[src/cfe_pkg.sv]
package cfe_pkg;
  localparam logic [1:0] CFE_FCK_BYPASS = 2'h0;
  localparam logic [1:0] CFE_FCK_DIV1 = 2'h1;
  localparam logic [1:0] CFE_FCK_DIV2 = 2'h2;
  localparam logic [1:0] CFE_FCK_DIV3 = 2'h3;
  localparam int CFE_DIV1_CYCLES = 1;
  localparam int CFE_DIV2_CYCLES = 8;
  localparam int CFE_DIV3_CYCLES = 32;
  localparam int CFE_DIV_W = 6;
  localparam logic CFE_FILT_RESET = 1'b0;

  typedef struct packed {
    logic [1:0] filter_clock_select;
    logic both_edge_select;
    logic edge_polarity_select;
    logic irq_output_enable;
  } cfe_edge_cfg_t;

  typedef struct packed {
    logic pin_polarity_select;
    logic pin_output_enable;
  } cfe_pin_cfg_t;

  typedef enum logic [1:0] {
    CFE_ST_IDLE = 2'b00,
    CFE_ST_RUN = 2'b01
  } cfe_state_t;
endpackage

[src/cfe_filter_edge.sv]
`timescale 1ns/10ps
`default_nettype none
module cfe_filter_edge
  import cfe_pkg::*;
(
  input wire logic clock,
  input wire logic rst_b,
  input wire logic comparator_clock_gate,
  input wire logic comparator_run_enable,
  input wire logic compare_raw,
  input wire cfe_edge_cfg_t edge_cfg,
  input wire cfe_pin_cfg_t pin_cfg,
  output logic compare_monitor_bit,
  output logic filtered_level,
  output logic irq_request,
  output logic event_link_pulse,
  output logic compare_result_pin_o,
  output logic compare_result_pin_oe
);
  logic sync1_reg;
  logic sync2_reg;
  logic [2:0] samp_reg;
  logic filt_reg;
  logic prev_reg;
  logic edge_reg;
  logic irq_reg;
  logic pin_reg;
  logic oe_reg;
  logic tick;
  logic live;
  logic level;
  logic hit;
  cfe_state_t state_reg;

  // clock gate low behaves as a full initialisation
  assign live = rst_b && comparator_clock_gate;

  always_ff @(posedge clock) begin
    if (!live) begin
      state_reg <= CFE_ST_IDLE;
    end else begin
      case (state_reg)
        CFE_ST_IDLE: state_reg <= CFE_ST_RUN;
        CFE_ST_RUN: state_reg <= CFE_ST_RUN;
        default: state_reg <= CFE_ST_IDLE;
      endcase
    end
  end

  // analog result is asynchronous; first flop feeds only the second
  always_ff @(posedge clock) begin
    if (!live) begin
      sync1_reg <= 1'b0;
      sync2_reg <= 1'b0;
    end else begin
      sync1_reg <= compare_raw;
      // run enable is a same-clock bit, applied after the first flop, at the second flop's input
      sync2_reg <= sync1_reg && comparator_run_enable;
    end
  end

  // monitor reflects the synchronised analog decision
  assign compare_monitor_bit = sync2_reg;

  cfe_sampler u_sampler (
    .clock(clock),
    .rst_b(live),
    .sel(edge_cfg.filter_clock_select),
    .tick(tick)
  );

  // three-sample unanimous match, output settles on next tick
  always_ff @(posedge clock) begin
    if (!live) begin
      samp_reg <= '0;
      filt_reg <= CFE_FILT_RESET;
    end else if (tick) begin
      samp_reg <= {samp_reg[1:0], sync2_reg};
      if (samp_reg == 3'h7) begin
        filt_reg <= 1'b1;
      end else if (samp_reg == 3'h0) begin
        filt_reg <= 1'b0;
      end
    end
  end

  // bypass takes the synchronised level directly
  assign level = (edge_cfg.filter_clock_select == CFE_FCK_BYPASS) ?
                 sync2_reg : filt_reg;
  assign filtered_level = filt_reg;

  // edge select; prev starts on the idle side so an active side fires
  always_comb begin
    if (edge_cfg.both_edge_select) begin
      hit = level ^ prev_reg;
    end else if (edge_cfg.edge_polarity_select) begin
      hit = prev_reg && !level;
    end else begin
      hit = !prev_reg && level;
    end
  end

  // one-cycle pulse from current versus registered level
  always_ff @(posedge clock) begin
    if (!live || state_reg == CFE_ST_IDLE) begin
      prev_reg <= !edge_cfg.both_edge_select &&
                  edge_cfg.edge_polarity_select;
      edge_reg <= 1'b0;
      irq_reg <= 1'b0;
    end else begin
      prev_reg <= level;
      edge_reg <= hit;
      irq_reg <= hit && edge_cfg.irq_output_enable;
    end
  end

  assign event_link_pulse = edge_reg;
  assign irq_request = irq_reg;

  // pin drive with polarity; held as input after reset
  always_ff @(posedge clock) begin
    if (!live) begin
      pin_reg <= 1'b0;
      oe_reg <= 1'b0;
    end else begin
      pin_reg <= level ^ pin_cfg.pin_polarity_select;
      oe_reg <= pin_cfg.pin_output_enable;
    end
  end

  // software orders latch/direction itself; registered enable gates drive
  assign compare_result_pin_o = pin_reg && oe_reg;
  assign compare_result_pin_oe = oe_reg;
endmodule
`default_nettype wire

[src/cfe_sampler.sv]
`timescale 1ns/10ps
`default_nettype none
module cfe_sampler
  import cfe_pkg::*;
(
  input wire logic clock,
  input wire logic rst_b,
  input wire logic [1:0] sel,
  output logic tick
);
  logic [CFE_DIV_W-1:0] cnt_reg;
  logic [CFE_DIV_W-1:0] limit;

  always_comb begin
    case (sel)
      CFE_FCK_DIV1: limit = CFE_DIV_W'(CFE_DIV1_CYCLES - 1);
      CFE_FCK_DIV2: limit = CFE_DIV_W'(CFE_DIV2_CYCLES - 1);
      CFE_FCK_DIV3: limit = CFE_DIV_W'(CFE_DIV3_CYCLES - 1);
      default: limit = '0;
    endcase
  end

  // three distinct sampling rates
  always_ff @(posedge clock) begin
    if (!rst_b || sel == CFE_FCK_BYPASS || cnt_reg >= limit) begin
      cnt_reg <= '0;
    end else begin
      cnt_reg <= cnt_reg + CFE_DIV_W'(1);
    end
  end

  assign tick = (sel != CFE_FCK_BYPASS) && (cnt_reg >= limit);
endmodule
`default_nettype wire

[config.mk]
export PLATFORM = sky130hd
export DESIGN_NAME = cfe_filter_edge
export DESIGN_NICKNAME = d
export VERILOG_FILES = /design/src/cfe_pkg.sv /design/src/cfe_filter_edge.sv /design/src/cfe_sampler.sv
export SDC_FILE = /design/constraint.sdc
export NUM_CORES = 1
export LEC_CHECK = 0
export CAP_MARGIN = 10
export CORE_ASPECT_RATIO = 0.8
export CORE_MARGIN = 2
export CORE_UTILIZATION = 35
export CTS_CLUSTER_SIZE = 8
export DETAILED_ROUTE_END_ITERATION = 7
export DONT_BUFFER_PORTS = 1
export HOLD_SLACK_MARGIN = 0.1
export MAX_ROUTING_LAYER = met4
export PLACE_DENSITY = 0.56
export SLEW_MARGIN = 20
export SYNTH_ARGS = -nofsm -noshare
export SYNTH_HDL_FRONTEND = slang
export SYNTH_SLANG_ARGS = --single-unit
export TNS_END_PERCENT = 30
[constraint.sdc]
create_clock -name clock -period 4.6 [get_ports clock]
set_clock_uncertainty 0.1 [all_clocks]
set_input_delay 1.15 -clock clock [delete_from_list [all_inputs] [get_ports clock]]
set_output_delay 1.15 -clock clock [all_outputs]
set_load 0.05 [all_outputs]
== Word level (Yosys, flattened, before mapping) ==
Cells that the tools add are included.

* $add $sub $neg: 1
* $lt $le $gt $ge: 1
* Eq/ne operators: 4
* Muxes and demuxes: 8
* Bitwise operators: 2
* Reduce and logical (&&, ||, !) cells: 22

{| class="wikitable"
|+ Operators by type and width
! operator !! count
|-
| 5-bit one-hot mux with 2 select lines || 1
|-
| 1-bit logical AND || 8
|-
| 1-bit two-way mux || 7
|-
| 6-bit by 1-bit adder with 6-bit output (second input constant) || 1
|-
| 6-bit by 5-bit >= comparator with 1-bit output || 1
|-
| 2-bit equality test (second input constant) || 2
|-
| 1-bit logical NOT || 4
|-
| 2-bit logical NOT || 2
|-
| 2-bit nonzero test || 2
|-
| 3-bit equality test (second input constant) || 1
|-
| 3-bit logical NOT || 1
|-
| 1-bit logical OR || 3
|-
| 2-bit by 1-bit equality test with 1-bit output (second input constant) || 1
|-
| 2-bit AND reduction || 1
|-
| 2-bit OR reduction || 1
|-
| 1-bit XOR || 2
|}

* Bits in registers: 19
* Bits of input ports: 12
* Output and inout port bits: 6
* Logic and storage cells: 49

== Longest topological paths before layout ==
* Depth after elaboration: 7
* Gate-level depth with buffers: 8
* Mapped depth without buffers: 8

== Hierarchy ==
From an unflattened synthesis, not the netlist that was laid out.

* Cell total of the unflattened synthesis: 84
* Area, all modules: 830.8 µm²

{| class="wikitable"
|+ By module, submodules not included
! module !! instances !! cells each !! area an instance (µm²) !! seq. area each (µm²)
|-
| cfe_filter_edge || 1 || 46 || 474.2 || 240.2
|-
| cfe_sampler || 1 || 38 || 356.6 || 120.1
|}

== Least setup slack after synthesis ==
Ideal clock, no wire load.

* Kind: input-to-reg
* Start point: input port edge_cfg[4] in the netlist's numbering
* End point: register filt_reg (netlist: filtered_level)
* Setup time: 0.123 ns
* Arrival time: 2.377 ns
* Data required time: 4.377 ns
* Setup slack: 2.000 ns
* Cell stages on the path: 7
* Buffers on the path: 1
* Cell sequence: dlygate4sd1_1 -> ha_1 -> nand2b_1 -> a21oi_1 -> o31a_4 -> mux2i_1 -> a21oi_1

* Word-level cells in the longest chain between the ends: 5
* Elaborated cells between the ends (all ways): 7
* Classes of those cells: order compare (1); eq/ne (2); mux (1); reduce/logical (3)

{| class="wikitable"
|+ RTL lines
! what !! line !! text
|-
| from (decl) || cfe_filter_edge.sv:11 || <nowiki>input wire cfe_edge_cfg_t edge_cfg,</nowiki>
|-
| 2-bit equality test || cfe_sampler.sv:15 || <nowiki>case (sel)</nowiki>
|-
| 5-bit one-hot mux with 2 select lines || cfe_sampler.sv:15 ||
|-
| 6-bit by 5-bit >= comparator with 1-bit output || cfe_sampler.sv:32 || <nowiki>assign tick = (sel != CFE_FCK_BYPASS) && (cnt_reg >= limit);</nowiki>
|-
| 1-bit logical AND * || cfe_sampler.sv:32 ||
|-
| 2-bit AND reduction (no source line) * || n/a ||
|-
| to (signal assigned) || cfe_filter_edge.sv:76 || <nowiki>filt_reg <= CFE_FILT_RESET;</nowiki>
|-
| to (signal assigned) || cfe_filter_edge.sv:80 || <nowiki>filt_reg <= 1'b1;</nowiki>
|-
| to (signal assigned) || cfe_filter_edge.sv:82 || <nowiki>filt_reg <= 1'b0;</nowiki>
|-
| to (decl) || cfe_filter_edge.sv:23 || <nowiki>logic filt_reg;</nowiki>
|}

Mark *: on every way between the ends. The rest lies on a longest branch, timed or not.
A chain may end at the register's enable or synchronous reset.

== Final worst setup path ==
* Start point: register oe_reg (netlist: compare_result_pin_oe)
* End point: output port compare_result_pin_o

* Word-level cells in the longest chain between the ends: 1

{| class="wikitable"
|+ RTL lines
! what !! line !! text
|-
| from (decl) || cfe_filter_edge.sv:28 || <nowiki>logic oe_reg;</nowiki>
|-
| from (signal assigned) || cfe_filter_edge.sv:127 || <nowiki>oe_reg <= pin_cfg.pin_output_enable;</nowiki>
|-
| 1-bit logical AND || cfe_filter_edge.sv:132 || <nowiki>assign compare_result_pin_o = pin_reg && oe_reg;</nowiki>
|-
| to (decl) || cfe_filter_edge.sv:17 || <nowiki>output logic compare_result_pin_o,</nowiki>
|}

No other way between the ends.

==> out/metrics.yaml <==
run_status:
  status: "finished, final reports clean"
setup_path:
  critPathKind: "flip-flop to output pin"
  worstPathMaxFanout: 2
  ff2ff_path_depth: 7
  cp-start-kind: "flip-flop"
  cp.required_ns: 3.35
  critPathSlowestCell: "dfxtp_1"
  cp_cell_sequence: "and2_1"
  cp-end-kind: "output pin"
  critPathMaxStageDelay_ns: 0.64
  cp.depth: 1
  path_delay_family: "flip-flops"
  worstPathArrival_ns: 1.44
  path_buf_inv: 0
worst_hold_path:
  whs_path_depth: 1
  min_path_type: "flip-flop to flip-flop"
synthesis:
  synth.top_cells.by_count: "dfxtp_1, nor2_1, ha_1"
  postSynthCellCount: 85
  async_flop_share_pct: 0
  ys_ff_latch: 18
  syn_avg_cell_area_um2: 9.745
  yosysMostFrequentCell: "dfxtp_1"
  ys_types: 24
  synth_area_leader_cell: "dfxtp_1"
  yosysWarningCount: 0
  synth_fp_nets: 105
  synth_top_area_share_pct: 43.50
  ys_top_cells_by_area: "dfxtp_1, ha_1, mux2i_1, nor2_1, xor2_1"
  synth_edf_count: 0
  synth.cell_area_um2: 828.3
  synth_seq_area_share_pct: 43.50
  synthFlopType: "dfxtp_1"
sta:
  tightest_slew_ns: 0.5769
  post-route-min-period_ns: 2.691
  holdWs_ns: 0.3704
  final-hold-violation-count: 0
  finalCritPeriodShare_pct: 58.49
  clock.fmax_mhz: 371.7
  maxSlewHeadroom_pct: 61.49
  rsz0062_at_grt: "false"
  setup_viol: 0
  final-max-slew-violation-count: 0
  finalSetupTns_ns: 0
cells_and_area:
  fin_area_um2: 887.1
  multiInputGateArea_um2: 436.7
  largest_register_ffs: 6
  nFillCells: 214
  seqCellArea_um2: 360.3
  drive_above_1_share_pct: 9.091
  nNetsFinal: 109
  syn_to_final_growth_pct: 7.100
  antenna_cells: 0
route:
  ant_nets: 0
  post_drt_via_cell_ratio: 4.841
  first_iter_violations: 6
  first_pass_iters: 4
  drc: 0
  wl_per_cell_um: 12.04
  routed_wl_um: 1361
  vias: 547
clock_tree:
  cts_hold_buffers: 0
  cts_buffer_depth: 2
  htreeDepth: 1
  numClockSinks: 18
  cts_buffers: 3
  post_cts_buffers: 0
  cts_tree: "built"
  clk_latency_ns: 0.29
  cts_root_buf: "clkbuf_4"
  ctsResizeCount: 0
  path_clk_slew_ns: 0.10
pwr:
  p_sw_uw: 62.21
  seq_power_share_pct: 58.8
  p_int_uw: 214.4
  pwr-share-comb_pct: 6.2
  p_leak_nw: 0.4012
  cellPowerDensity_nw_per_um2: 311.8
  p_clk_share_pct: 35.0
  peakVddDrop_uv: 169.0
  p_sw_share_pct: 22.49
  design_power_total_uw: 276.6
floorplanning:
  fp.coreArea_um2: 2196
  num_rows: 15
  dieArea_um2: 2774
  ioPinCount: 18
  start_util_pct: 37.72
  die_h_um: 47.51
  die_x_um: 58.39
grt:
  grt_pass1_vias: 516
  gr-usage-all-layers_pct: 11.32
  antenna_found_initial: 0
  grt_overflow: 0
  grt_pass1_wl_um: 2159
  grt_max_degree: 11
placement:
  place_congestion: 0.7232
  dp_hpwl_um: 999.8
  dpl-instance-area_um2: 850.8
  port_buffers: 0
run:
  maxCapViolations: 0
[power groups by stage]
stage                     combinational, mW  sequential [mW]  clock [mW]
after floorplan                      0.0147            0.166           0
after global placement               0.0168            0.166           0
after detailed placement             0.0169            0.166           0
after CTS                            0.0173            0.163       0.103
after global routing                 0.0200            0.163       0.108
final                                0.0171            0.163      0.0969
[through the flow]
stage	setup WS [ns]	utilization [%]	cells
after global routing	1.830	40.40	113
after global placement	1.900	38.75	109
final	1.909	40.40	113
after CTS	1.885	40.40	113
after detailed placement	1.838	38.75	109
after floorplan	2.000	-	85
[routing by layer]
layer	up-vias	track usage (%)	part of all wire [%]
li1	292	-	-
met1	236	14.36	52
met2	15	14.16	40
met3	4	5.676	5.7
met4	0	6.512	2.1
met5	-	-	0
[cells by family after synthesis]
kind of cell,share of synthesized area (%)
adder cells (fa/ha/maj),12.09
flip-flops,43.51
XOR/XNOR,5.288
buffers and inverters,3.776
AND/OR/NAND/NOR,18.58
AO/OA/AOI/OAI,10.73
multiplexers,6.043
[cell usage in the layout, fill, tap and decap left out, types with 3 or more instances in the layout]
cell type / instances
dfxtp_1: 18
nor2_1: 13
ha_1: 8
inv_1: 6
mux2i_1: 5
nand2_1: 4
and3_1: 4
a21oi_1: 3
nand3_1: 3
xor2_1: 3
clkbuf_4: 3
[path summary, 6_finish.rpt]
kind / from / end / slack (ns)
hold reg to reg: sync1_reg / compare_monitor_bit / 0.37
setup / recovery: compare_result_pin_oe / compare_result_pin_o / 1.91
hold / removal: sync1_reg / compare_monitor_bit / 0.37
setup reg to reg: filtered_level / irq_request / 2.64
[final cells by class]
| cell class | count | share of cell area, % |
|---|---|---|
| tap | 25 | 3.526 |
| sequential | 18 | 40.62 |
| clock buffer | 4 | 4.090 |
| multi-input combinational | 60 | 49.22 |
| inverter | 6 | 2.539 |
(Power assumes the default switching activity.)
